`src/include/ric_pkg.sv`:
```
// constants and types for the restart interlock control block
package ric_pkg;
  // register offsets
  localparam logic [7:0] RIC_OFS_CTRL = 8'h00;
  localparam logic [7:0] RIC_OFS_STATUS = 8'h04;
  localparam logic [7:0] RIC_OFS_IRQ_STAT = 8'h08;
  localparam logic [7:0] RIC_OFS_IRQ_MASK = 8'h0c;
  localparam logic [7:0] RIC_OFS_RESP = 8'h10;
  // control fields
  localparam int RIC_CTRL_ALIGN = 0;
  // status fields
  localparam int RIC_ST_OUT = 0;
  localparam int RIC_ST_LOCK_EN = 1;
  localparam int RIC_ST_EDM_EN = 2;
  localparam int RIC_ST_EDM_OPEN = 3;
  localparam int RIC_ST_FREE = 4;
  localparam int RIC_ST_STATE = 8;
  // event fields, same layout in status and mask
  localparam int RIC_IRQ_TRIP = 0;
  localparam int RIC_IRQ_UNLOCK = 1;
  localparam int RIC_IRQ_DISCARD = 2;
  localparam int RIC_IRQ_FAULT = 3;
  localparam int RIC_IRQ_W = 4;
  // reset values
  localparam logic [31:0] RIC_CTRL_RST = 32'h0000_0000;
  localparam logic [7:0] RIC_RESP_RST = 8'h01;
  localparam logic [3:0] RIC_MASK_RST = 4'h0;
  // timing, in milliseconds as specified
  localparam longint RIC_CLK_HZ = 100000000;
  localparam longint RIC_T_MIN_MS = 150;
  localparam longint RIC_T_MAX_MS = 4000;
  localparam longint RIC_T_SC_MS = 30000;
  localparam longint RIC_T_TEST_MS = 100;
  localparam longint RIC_T_SHOW_MS = 2000;
  localparam longint RIC_T_BLINK_MS = 250;
  localparam longint RIC_CYC_MS = RIC_CLK_HZ / 1000;
  localparam longint RIC_MIN_CYC = RIC_T_MIN_MS * RIC_CYC_MS;
  localparam longint RIC_MAX_CYC = RIC_T_MAX_MS * RIC_CYC_MS;
  localparam longint RIC_SC_CYC = RIC_T_SC_MS * RIC_CYC_MS;
  localparam longint RIC_TEST_CYC = RIC_T_TEST_MS * RIC_CYC_MS;
  localparam longint RIC_SHOW_CYC = RIC_T_SHOW_MS * RIC_CYC_MS;
  localparam longint RIC_BLINK_CYC = RIC_T_BLINK_MS * RIC_CYC_MS;
  // sense slot of the shared button and lamp pin
  localparam logic [7:0] RIC_SENSE_LAST = 8'hff;
  localparam logic [7:0] RIC_SENSE_WIN = 8'h10;
  // display patterns
  localparam logic [7:0] RIC_SEG_ALL = 8'hff;
  localparam logic [7:0] RIC_SEG_NONE = 8'h00;
  // operating states
  typedef enum logic [2:0] {
    RIC_S_TEST = 3'b000,
    RIC_S_SHOW = 3'b001,
    RIC_S_LOCKED = 3'b010,
    RIC_S_ON = 3'b011,
    RIC_S_FAULT = 3'b100
  } ric_state_t;
endpackage

```
`src/verilog/ric_sync.sv`:
```
// three-stage synchroniser bank with agreement filter
`timescale 1ns/100ps
`default_nettype none
module ric_sync #(
  parameter int W = 4
) (
  // clock and reset
  input wire logic pclk,
  input wire logic presetn,
  // levels
  input wire logic [W-1:0] async_in,
  output logic [W-1:0] sync_out
);
  logic [W-1:0] s1_reg;
  logic [W-1:0] s2_reg;
  logic [W-1:0] s3_reg;

  genvar i;
  generate
    for (i = 0; i < W; i++) begin : g_bit
      // accept a change once stages two and three agree
      always_ff @(posedge pclk or negedge presetn) begin
        if (!presetn) begin
          s1_reg[i] <= 1'b0;
          s2_reg[i] <= 1'b0;
          s3_reg[i] <= 1'b0;
          sync_out[i] <= 1'b0;
        end else begin
          s1_reg[i] <= async_in[i];
          s2_reg[i] <= s1_reg[i];
          s3_reg[i] <= s2_reg[i];
          if (s2_reg[i] == s3_reg[i]) begin
            sync_out[i] <= s3_reg[i];
          end
        end
      end
    end
  endgenerate
endmodule
`default_nettype wire

```
`src/verilog/ric_top.sv`:
```
// restart interlock control with apb registers
//
// Chosen here: register access over APB and the address map.
`timescale 1ns/100ps
`default_nettype none
module ric_top #(
  parameter logic [31:0] P_MIN_CYC = 32'(ric_pkg::RIC_MIN_CYC),
  parameter logic [31:0] P_MAX_CYC = 32'(ric_pkg::RIC_MAX_CYC),
  parameter logic [31:0] P_SC_CYC = 32'(ric_pkg::RIC_SC_CYC),
  parameter logic [31:0] P_TEST_CYC = 32'(ric_pkg::RIC_TEST_CYC),
  parameter logic [31:0] P_SHOW_CYC = 32'(ric_pkg::RIC_SHOW_CYC)
) (
  // clock and reset
  input wire logic pclk,
  input wire logic presetn,
  // apb slave
  input wire logic psel,
  input wire logic penable,
  input wire logic pwrite,
  input wire logic [7:0] paddr,
  input wire logic [31:0] pwdata,
  output logic [31:0] prdata,
  output logic pready,
  output logic pslverr,
  output logic irq,
  // beam evaluation, same clock
  input wire logic beams_free,
  input wire logic beams_marginal,
  // pins
  input wire logic reset_button_and_lamp_pin_i,
  output logic reset_button_and_lamp_pin_o,
  output logic reset_button_and_lamp_pin_oe_n,
  input wire logic lockout_select_input,
  input wire logic contactor_feedback_input_hi,
  input wire logic contactor_feedback_input_lo,
  // switching outputs and indicators
  output logic safety_output_a,
  output logic safety_output_b,
  output logic main_status_lamp_green,
  output logic main_status_lamp_red,
  output logic lamp_yellow,
  output logic [7:0] seg_data
);
  ric_pkg::ric_state_t state_reg, state_next;
  logic [3:0] pins_sync;
  logic [7:0] sense_reg;
  logic btn_reg, btn_d_reg, lock_en_reg;
  logic [31:0] press_reg, tmr_reg, blink_cnt_reg;
  logic blink_reg;
  logic [31:0] ctrl_reg;
  logic [7:0] resp_reg;
  logic [3:0] irq_stat_reg, irq_mask_reg, irq_evt;
  logic release_p, unlock_p, discard_p, fault_p;
  logic edm_en, edm_open, edm_ok, align, wr_en;
  logic [31:0] rd_next;
  logic err_next;
  // blink period follows the self-test timebase, so both scale together
  localparam logic [31:0] P_BLINK_CYC = 32'(P_TEST_CYC *
    ric_pkg::RIC_T_BLINK_MS / ric_pkg::RIC_T_TEST_MS);

  //////////////////////////////////////////////////////////////////////////
  // pin synchronisers
  ric_sync #(.W(4)) u_sync (
    .pclk(pclk),
    .presetn(presetn),
    .async_in({contactor_feedback_input_lo, contactor_feedback_input_hi,
               lockout_select_input, reset_button_and_lamp_pin_i}),
    .sync_out(pins_sync)
  );

  // feedback decode: high off, low closed, neither open
  assign edm_en = !pins_sync[2];
  assign edm_open = !pins_sync[2] && !pins_sync[3];
  assign edm_ok = !edm_en || !edm_open;
  assign align = ctrl_reg[ric_pkg::RIC_CTRL_ALIGN];

  //////////////////////////////////////////////////////////////////////////
  // shared pin: released in a short sense slot, lamp driven otherwise
  always_ff @(posedge pclk or negedge presetn) begin
    if (!presetn) begin
      sense_reg <= 8'h00;
      btn_reg <= 1'b0;
      lock_en_reg <= 1'b0;
    end else begin
      sense_reg <= (sense_reg == ric_pkg::RIC_SENSE_LAST) ? 8'h00
                   : sense_reg + 8'h01;
      if (sense_reg == ric_pkg::RIC_SENSE_WIN - 8'h01) begin
        btn_reg <= pins_sync[0];
        lock_en_reg <= pins_sync[1];
      end
    end
  end

  // lamp drive, inverse of the switching outputs
  always_ff @(posedge pclk or negedge presetn) begin
    if (!presetn) begin
      reset_button_and_lamp_pin_o <= 1'b1;
      reset_button_and_lamp_pin_oe_n <= 1'b1;
    end else begin
      reset_button_and_lamp_pin_o <= state_next != ric_pkg::RIC_S_ON;
      reset_button_and_lamp_pin_oe_n <=
        (sense_reg + 8'h01) < ric_pkg::RIC_SENSE_WIN ||
        sense_reg == ric_pkg::RIC_SENSE_LAST;
    end
  end

  //////////////////////////////////////////////////////////////////////////
  // press duration timer
  assign release_p = btn_d_reg && !btn_reg;
  assign unlock_p = release_p && press_reg >= P_MIN_CYC
                    && press_reg <= P_MAX_CYC;
  assign discard_p = btn_reg && press_reg == P_MAX_CYC;
  assign fault_p = btn_reg && press_reg == P_SC_CYC - 32'h1;

  always_ff @(posedge pclk or negedge presetn) begin
    if (!presetn) begin
      btn_d_reg <= 1'b0;
      press_reg <= 32'h0;
    end else begin
      btn_d_reg <= btn_reg;
      if (!btn_reg) begin
        press_reg <= 32'h0;
      end else if (press_reg != P_SC_CYC) begin
        press_reg <= press_reg + 32'h1;
      end
    end
  end

  //////////////////////////////////////////////////////////////////////////
  // operating state
  always_comb begin
    state_next = state_reg;
    unique case (state_reg)
      ric_pkg::RIC_S_TEST: begin
        if (tmr_reg == P_TEST_CYC - 32'h1) begin
          state_next = ric_pkg::RIC_S_SHOW;
        end
      end
      ric_pkg::RIC_S_SHOW: begin
        if (tmr_reg == P_SHOW_CYC - 32'h1) begin
          state_next = ric_pkg::RIC_S_LOCKED;
        end
      end
      ric_pkg::RIC_S_LOCKED: begin
        if (fault_p) begin
          state_next = ric_pkg::RIC_S_FAULT;
        end else if (beams_free && edm_ok && (!lock_en_reg || unlock_p)) begin
          state_next = ric_pkg::RIC_S_ON;
        end
      end
      ric_pkg::RIC_S_ON: begin
        if (fault_p) begin
          state_next = ric_pkg::RIC_S_FAULT;
        end else if (!beams_free) begin
          state_next = ric_pkg::RIC_S_LOCKED;
        end
      end
      ric_pkg::RIC_S_FAULT: begin
        if (!btn_reg) begin
          state_next = ric_pkg::RIC_S_LOCKED;
        end
      end
      default: state_next = ric_pkg::RIC_S_FAULT;
    endcase
  end

  always_ff @(posedge pclk or negedge presetn) begin
    if (!presetn) begin
      state_reg <= ric_pkg::RIC_S_TEST;
      tmr_reg <= 32'h0;
    end else begin
      state_reg <= state_next;
      tmr_reg <= (state_next != state_reg) ? 32'h0 : tmr_reg + 32'h1;
    end
  end

  // both outputs from one decision, dropped on the next edge
  always_ff @(posedge pclk or negedge presetn) begin
    if (!presetn) begin
      safety_output_a <= 1'b0;
      safety_output_b <= 1'b0;
    end else begin
      safety_output_a <= state_next == ric_pkg::RIC_S_ON;
      safety_output_b <= state_next == ric_pkg::RIC_S_ON;
    end
  end

  //////////////////////////////////////////////////////////////////////////
  // blink timebase
  always_ff @(posedge pclk or negedge presetn) begin
    if (!presetn) begin
      blink_cnt_reg <= 32'h0;
      blink_reg <= 1'b0;
    end else if (blink_cnt_reg == P_BLINK_CYC - 32'h1) begin
      blink_cnt_reg <= 32'h0;
      blink_reg <= !blink_reg;
    end else begin
      blink_cnt_reg <= blink_cnt_reg + 32'h1;
    end
  end

  // indicators and segment display
  always_ff @(posedge pclk or negedge presetn) begin
    if (!presetn) begin
      main_status_lamp_green <= 1'b0;
      main_status_lamp_red <= 1'b0;
      lamp_yellow <= 1'b0;
      seg_data <= ric_pkg::RIC_SEG_NONE;
    end else begin
      main_status_lamp_green <= (state_next == ric_pkg::RIC_S_ON) &&
        !(align && beams_marginal && !blink_reg);
      main_status_lamp_red <= state_next == ric_pkg::RIC_S_LOCKED ||
        (state_next == ric_pkg::RIC_S_FAULT && blink_reg);
      lamp_yellow <= state_next == ric_pkg::RIC_S_LOCKED &&
        lock_en_reg && beams_free;
      if (state_next == ric_pkg::RIC_S_TEST) begin
        seg_data <= ric_pkg::RIC_SEG_ALL;
      end else if (state_next == ric_pkg::RIC_S_SHOW) begin
        seg_data <= resp_reg;
      end else if (align && beams_marginal) begin
        seg_data <= blink_reg ? ric_pkg::RIC_SEG_ALL
                    : ric_pkg::RIC_SEG_NONE;
      end else begin
        seg_data <= ric_pkg::RIC_SEG_NONE;
      end
    end
  end

  //////////////////////////////////////////////////////////////////////////
  // apb decode, zero wait states, answer registered in setup
  assign wr_en = psel && penable && pready && pwrite;

  always_comb begin
    rd_next = 32'h0;
    err_next = 1'b0;
    unique case (paddr)
      ric_pkg::RIC_OFS_CTRL: rd_next = ctrl_reg;
      ric_pkg::RIC_OFS_STATUS: begin
        rd_next[ric_pkg::RIC_ST_OUT] = safety_output_a;
        rd_next[ric_pkg::RIC_ST_LOCK_EN] = lock_en_reg;
        rd_next[ric_pkg::RIC_ST_EDM_EN] = edm_en;
        rd_next[ric_pkg::RIC_ST_EDM_OPEN] = edm_open;
        rd_next[ric_pkg::RIC_ST_FREE] = beams_free;
        rd_next[ric_pkg::RIC_ST_STATE +: 3] = state_reg;
      end
      ric_pkg::RIC_OFS_IRQ_STAT: rd_next = {28'h0, irq_stat_reg};
      ric_pkg::RIC_OFS_IRQ_MASK: rd_next = {28'h0, irq_mask_reg};
      ric_pkg::RIC_OFS_RESP: rd_next = {24'h0, resp_reg};
      default: err_next = 1'b1;
    endcase
  end

  always_ff @(posedge pclk or negedge presetn) begin
    if (!presetn) begin
      pready <= 1'b0;
      prdata <= 32'h0;
      pslverr <= 1'b0;
    end else begin
      pready <= psel && !penable;
      prdata <= (psel && !penable && !pwrite) ? rd_next : 32'h0;
      pslverr <= psel && !penable && err_next;
    end
  end

  // software registers
  always_ff @(posedge pclk or negedge presetn) begin
    if (!presetn) begin
      ctrl_reg <= ric_pkg::RIC_CTRL_RST;
      resp_reg <= ric_pkg::RIC_RESP_RST;
      irq_mask_reg <= ric_pkg::RIC_MASK_RST;
    end else if (wr_en) begin
      if (paddr == ric_pkg::RIC_OFS_CTRL) begin
        ctrl_reg <= {31'h0, pwdata[ric_pkg::RIC_CTRL_ALIGN]};
      end
      if (paddr == ric_pkg::RIC_OFS_RESP) begin
        resp_reg <= pwdata[7:0];
      end
      if (paddr == ric_pkg::RIC_OFS_IRQ_MASK) begin
        irq_mask_reg <= pwdata[3:0];
      end
    end
  end

  // sticky events, set wins over write-one-to-clear
  always_comb begin
    irq_evt = 4'h0;
    irq_evt[ric_pkg::RIC_IRQ_TRIP] = state_reg == ric_pkg::RIC_S_ON &&
      state_next != ric_pkg::RIC_S_ON;
    irq_evt[ric_pkg::RIC_IRQ_UNLOCK] = unlock_p;
    irq_evt[ric_pkg::RIC_IRQ_DISCARD] = discard_p;
    irq_evt[ric_pkg::RIC_IRQ_FAULT] = fault_p;
  end

  always_ff @(posedge pclk or negedge presetn) begin
    if (!presetn) begin
      irq_stat_reg <= 4'h0;
      irq <= 1'b0;
    end else begin
      irq_stat_reg <= (irq_stat_reg & ~((wr_en &&
        paddr == ric_pkg::RIC_OFS_IRQ_STAT) ? pwdata[3:0] : 4'h0))
        | irq_evt;
      irq <= |(irq_stat_reg & irq_mask_reg);
    end
  end
endmodule
`default_nettype wire

```
`config.mk`:
```
export PLATFORM = sky130hd
export DESIGN_NAME = ric_top
export DESIGN_NICKNAME = d
export VERILOG_FILES = /design/src/include/ric_pkg.sv /design/src/verilog/ric_sync.sv /design/src/verilog/ric_top.sv
export SDC_FILE = /design/constraint.sdc
export NUM_CORES = 1
export LEC_CHECK = 0
export ABC_AREA = 1
export BUFFER_PORTS_ARGS = -buffer_cell sky130_fd_sc_hd__buf_4
export CAP_MARGIN = 0
export CORE_MARGIN = 2
export CORE_UTILIZATION = 55
export DETAILED_ROUTE_END_ITERATION = 10
export PLACE_DENSITY_LB_ADDON = 0.3
export SLEW_MARGIN = 10
export SYNTH_ARGS = -nofsm -noshare
export SYNTH_HDL_FRONTEND = slang
export SYNTH_SLANG_ARGS = --single-unit
```
`constraint.sdc`:
```
create_clock -name pclk -period 4.5 [get_ports pclk]
set_input_delay 0 -clock pclk [delete_from_list [all_inputs] [get_ports pclk]]
set_output_delay 0 -clock pclk [all_outputs]
set_load 0.01 [all_outputs]
```
# Yosys cells after proc, flatten, opt, wreduce, memory -nomap -nowiden
# Index checks and enable logic that the tools add are counted.
classes:
  addsub: 4
  order_cmp: 3
  n_eq_ne: 27
  muxes: 23
  n_bitwise: 4
  reduce_logical: 43
op_table:
  columns: ["operator", "n"]
  rows:
  - ["$mux W32", 4]
  - ["$add A32 B1 Y32 const B", 3]
  - ["$mux W8", 5]
  - ["$eq A32 B24 Y1 const B", 1]
  - ["$eq A32 B25 Y1 const B", 1]
  - ["$eq A32 B28 Y1 const B", 1]
  - ["$eq A32 B29 Y1 const B", 1]
  - ["$eq A32 B32 Y1 const B", 1]
  - ["$ge A32 B24 Y1 const B", 1]
  - ["$le A32 B29 Y1 const B", 1]
  - ["$ne A32 B32 Y1 const B", 1]
  - ["$mux W3", 9]
  - ["$pmux W5 S5", 1]
  - ["$eq A8 B4 Y1 const B", 3]
  - ["$logic_and A1 B1 Y1", 22]
  - ["$pmux W3 S5", 1]
  - ["$eq A3 B2 Y1 const B", 4]
  - ["$mux W11", 1]
  - ["$logic_not A1 Y1", 9]
  - ["$add A8 B1 Y8 const B", 1]
  - ["$and A4 B4 Y4", 2]
  - ["$eq A8 B3 Y1 const B", 1]
  - ["$eq A8 B5 Y1 const B", 1]
  - ["$eq A8 B8 Y1 const B", 1]
  - ["other kinds (17)", 28]
word_totals:
  regBits: 172
  output_inout_bits: 50

# Depth between registers and ports, before layout
logic_depth:
  ltp_word: 12
  depth_mapped: 17
  depth_no_buf: 16

# Modules after synthesis
# From an unflattened synthesis, not the netlist that was laid out.
hier_totals:
  hier_cells: 1094
  hier_area_um2: 9126.3
modules_own_cells:
  columns: ["mod", "n_inst", "cells_per_inst", "area_per_inst_um2"]
  rows:
  - ["ric_top", 1, 1062, 8660.8]
  - ["ric_sync", 1, 32, 465.4]

# Worst setup path before layout
# No wires, ideal clock.
synth_timing:
  path_type: "register to register"
  start: "register tmr_reg[0]"
  end: "register tmr_reg[16]"
  arrival_ns: 1.827
  slack_ns: 2.552
  path_stages_with_launch: 16
  n_path_buf: 1
  synth_period_minus_slack_ns: 1.948
  cell_sequence: "dfrtp_1 ha_1 nand3_1 inv_1 nand2_2 nor2_1 nand2_1 nand2_1 nand2_2 nor2_4 nand2_2 nand2_1 nand2_2 nand2_4 buf_8 nor2_2"
synth_via:
  elab_chain_len: 5
synth_rtl:
  columns: ["element", "line_no", "rtl"]
  rows:
  - ["start: declaration", "ric_top.sv:48", "logic [31:0] press_reg, tmr_reg, blink_cnt_reg;"]
  - ["start signal: assignment", "ric_top.sv:173", "tmr_reg <= (state_next != state_reg) ? 32'h0 : tmr_reg + 32'h1;"]
  - ["$eq A32 B28 Y1 / $eq A32 B24 Y1 (equally long branches)", "ric_top.sv:140, ric_top.sv:135", null]
  - ["$mux W3, on equally long branches", "ric_top.sv:140, ric_top.sv:135", null]
  - ["$pmux W3 S5 *", "ric_top.sv:133", "unique case (state_reg)"]
  - ["via state_next[0]", "ric_top.sv:44", "ric_pkg::ric_state_t state_reg, state_next;"]
  - ["$ne A3 B3 Y1 *", "ric_top.sv:173", null]
  - ["$mux W32 *", "ric_top.sv:173", null]
# Mark *: on every way through the listed nets, which the timed path passes. The rest lies on a longest branch.
# A chain may end at the register's enable or synchronous reset.

# Worst setup path after layout
layout_timing:
  start: "register tmr_reg[29]"
  end: "register tmr_reg[31]"
layout_via:
  elab_chain_len: 5
layout_rtl:
  columns: ["element", "line_no"]
  rows:
  - ["$eq A32 B28 Y1 / $eq A32 B24 Y1 (equally long branches)", "ric_top.sv:140, ric_top.sv:135"]
  - ["$mux W3, on equally long branches", "ric_top.sv:140, ric_top.sv:135"]
  - ["$pmux W3 S5", "ric_top.sv:133"]
  - ["$ne A3 B3 Y1", "ric_top.sv:173"]
  - ["$mux W32 *", "ric_top.sv:173"]
# Mark *: on every way between the ends. The rest lies on a longest branch, timed or not.

==> results.json <==
{
  "outcome": "finished, final reports clean",
  "ff2ff_setup_slack_ps": 1890,
  "h-tree-depth": 4,
  "crit_path_max_fanout": 32,
  "fin_setup_tns_ps": 0,
  "grtUsageMet3_pct": 4.32,
  "clk_root_buffer_cell": "sky130_fd_sc_hd__clkbuf_16",
  "viasPerCell": 5.38,
  "route.vias.total": 7612,
  "netlist_instances": 1100,
  "netlist_top_cells_area": "sky130_fd_sc_hd__dfrtp_1 (47%), sky130_fd_sc_hd__nand2_1 (9.1%), sky130_fd_sc_hd__inv_1 (6.0%), sky130_fd_sc_hd__nor2_1 (5.6%), sky130_fd_sc_hd__xor2_1 (4.1%)",
  "finalCritPeriodShare_pct": 58.0,
  "grt_total_ovfl": 0,
  "clk-insertion-delay-late_ps": 430,
  "synth_warnings": 0,
  "r2r-start": "tmr_reg[29]",
  "timing_hold_violations_final": 0,
  "seq_power_share_pct": 49.2,
  "initial_antenna_violation_count": 0,
  "numPortBuffers": 55,
  "grt_most_used_layer": "met2",
  "crit_type": "flip-flop to flip-flop",
  "post_dp_cell_area_um2": 9480,
  "worst_hold_depth": 5,
  "drt_drc_violations_left": 0,
  "dominantRegCellSynth": "sky130_fd_sc_hd__dfrtp_1",
  "first_pass_grt_wire_length_um": 34600,
  "maxSlewViolCount": 0,
  "hp-start": "paddr[3]",
  "fin_area_um2": 10300,
  "p_per_area_nw_per_um2": 314,
  "synth_enable_flop_cells": 0,
  "antenna_cells": 0,
  "finalSetupViolations": 0,
  "most-common-layout-cells": "sky130_fd_sc_hd__nand2_1 (217), sky130_fd_sc_hd__dfrtp_1 (169), sky130_fd_sc_hd__inv_1 (142)",
  "min_to": "prdata[2]",
  "number_of_buffers_inserted_during_clock_tree_synthesis": 17,
  "globalRouteMet2Util_pct": 38.3,
  "power.clock.fraction_pct": 45.9,
  "post_synth_instance_area_um2": 8940,
  "synth_largest_area_cell": "sky130_fd_sc_hd__dfrtp_1",
  "design.die.area_um2": 17300,
  "grt_start_max_net_pins": 90,
  "dr.pass1.iters": 5,
  "areaGrowthSynthToFinish_pct": 15.1,
  "final_nets": 1243,
  "cts_max_path_buffers": 2,
  "routed_wire_length_per_instance_um": 14.4,
  "power_switching_share_pct": 25.0,
  "hpwl_um": 14900,
  "maxClockFrequency_ghz": 0.383,
  "post_cts.resized_instances": 0,
  "period_minus_slack_ps": 2610,
  "max_clock_skew_ps": 9.55,
  "yosysUniqueCellTypes": 46,
  "grt_setup_unrepaired": "false",
  "peakVddDrop_uv": 286,
  "worst_setup_hold_path_clk_slew_ps": 70,
  "critical_path.endpoint_type": "flip-flop",
  "grt_use_met1_pct": 33.9,
  "finalWeightedCongestion": 0.927,
  "postCtsSetupRepairBufs": 0,
  "drt-initial-drc-count": 637,
  "ant_nets": 0,
  "critical_path.reg2reg.endpoint": "tmr_reg[31]",
  "worst-endpoint-required_ps": 4800,
  "synth.ff_latch_count": 172,
  "critPathArrivalTime_ps": 2910,
  "fp.dieW_um": 131,
  "clock_sink_count": 172,
  "initial_core_util_pct": 56.3,
  "tritoncts": "built",
  "setup.worst_path.start_class": "flip-flop",
  "internal_power_summed_over_all_cells_uw": 2420,
  "p_sw_uw": 806,
  "floorplan.rows": 46,
  "static-leakage-power_uw": 0.00461,
  "p_total_uw": 3230,
  "core_um2": 15900,
  "route.final.wire_length_um": 20500,
  "worst_slew_pin_slew_ps": 975,
  "avgSynthCellArea_um2": 8.13,
  "grt_util_all_layers_pct": 24.5,
  "asyncSetResetFlopFracSynth_pct": 100,
  "grt_pass1_vias": 7326,
  "worst_hold_slack_ps": 48.4,
  "cap_violations": 0,
  "slew-limit-headroom_pct": 34.5,
  "pwr-share-comb_pct": 4.9,
  "min-delay-path-class": "input pin to flip-flop",
  "die-height_um": 131,
  "yosys.area.top_type_share_pct": 47.3,
  "seq_area_frac_synth_pct": 48.2,
  "design.portCount": 101,
  "r2r.worst_path.cells": 12,
  "post_route_cells_drive_above_1_share_pct": 12.5,
  "final_common_cell": "sky130_fd_sc_hd__nand2_1"
}
## power by group through the flow
stage	sequential, µW	clock [µW]	combinational (µW)
2_1_floorplan	1610	0	86.3
3_3_place_gp	1620	0	144
3_5_place_dp	1620	0	146
4_1_cts	1590	1510	160
5_1_grt	1590	1560	178
6_report	1590	1480	158
## logic make-up after synthesis
kind of cell    share of synthesized area [%]
fa+ha+maj                                1.15
flops                                    48.2
buf+inv                                  8.75
compound gates                           5.74
simple gates                             30.3
other cells                            0.0420
xor+xnor                                 5.29
mux                                     0.504
## worst max path at each step
stage	from	to	slack, ps	cells past startpoint
2_1_floorplan	tmr_reg[0]	tmr_reg[16]	2550	15
3_3_place_gp	btn_reg	tmr_reg[0]	1920	11
3_5_place_dp	btn_reg	tmr_reg[0]	1910	11
4_1_cts	btn_reg	tmr_reg[28]	1880	12
5_1_grt	btn_reg	tmr_reg[0]	1650	14
6_report	tmr_reg[29]	tmr_reg[31]	1890	12
## worst max-delay path: stages, from the launching register on
cell,delay [ps]
sky130_fd_sc_hd__dfrtp_1,410
sky130_fd_sc_hd__inv_1,90
sky130_fd_sc_hd__nand2_1,50
sky130_fd_sc_hd__nor3_1,330
sky130_fd_sc_hd__nand2_1,140
sky130_fd_sc_hd__nor3_1,320
sky130_fd_sc_hd__nand3_1,190
sky130_fd_sc_hd__nand2_2,220
sky130_fd_sc_hd__nor2_4,60
sky130_fd_sc_hd__nand3_1,100
sky130_fd_sc_hd__nand2_2,70
sky130_fd_sc_hd__nand2_4,400
sky130_fd_sc_hd__nor2_1,90
## area by class of cell
class	instances	area [µm²]
inverters	144	541
clock inverters	15	173
clock buffers	17	425
fillers	1345	5600
repair buffers	79	649
multi-input cells	773	3920
well taps	216	270
flip-flops and latches	172	4310
## synthesized netlist by cell type (all sizes together) (2+ instances only)
master,n
ha,5
or2,5
o21ai,44
dfrtp,169
nor4,23
maj3,4
nand3,54
clkbuf,4
dfstp,3
xor2,42
a31oi,10
buf,27
nor3b,2
nand2,224
nand4,36
nor3,74
xnor2,12
inv,144
mux2,4
nor2,168
a21oi,35
## per-layer routing
layer | vias up | wire length [µm]
met5 | - | 0
met4 | 0 | 589
met3 | 54 | 1050
met2 | 258 | 9570
met1 | 3584 | 9240
li1 | 3716 | -
## stage by stage
step | worst slack [ps] | util (%) | instances
final | 1890 | 64.8 | 1416
after global routing | 1650 | 64.8 | 1416
after CTS | 1880 | 64.8 | 1416
after detailed placement | 1910 | 59.7 | 1363
after global placement | 1920 | 59.7 | 1363
after floorplan | 2550 | - | 1120
## repair_timing
action                                  in CTS  in global routing
hold endpoints to repair                   118                  0
endpoints found under the setup margin       0                  0
hold buffers                                21                  0
Note: power is estimated with default switching activity, not from simulation.
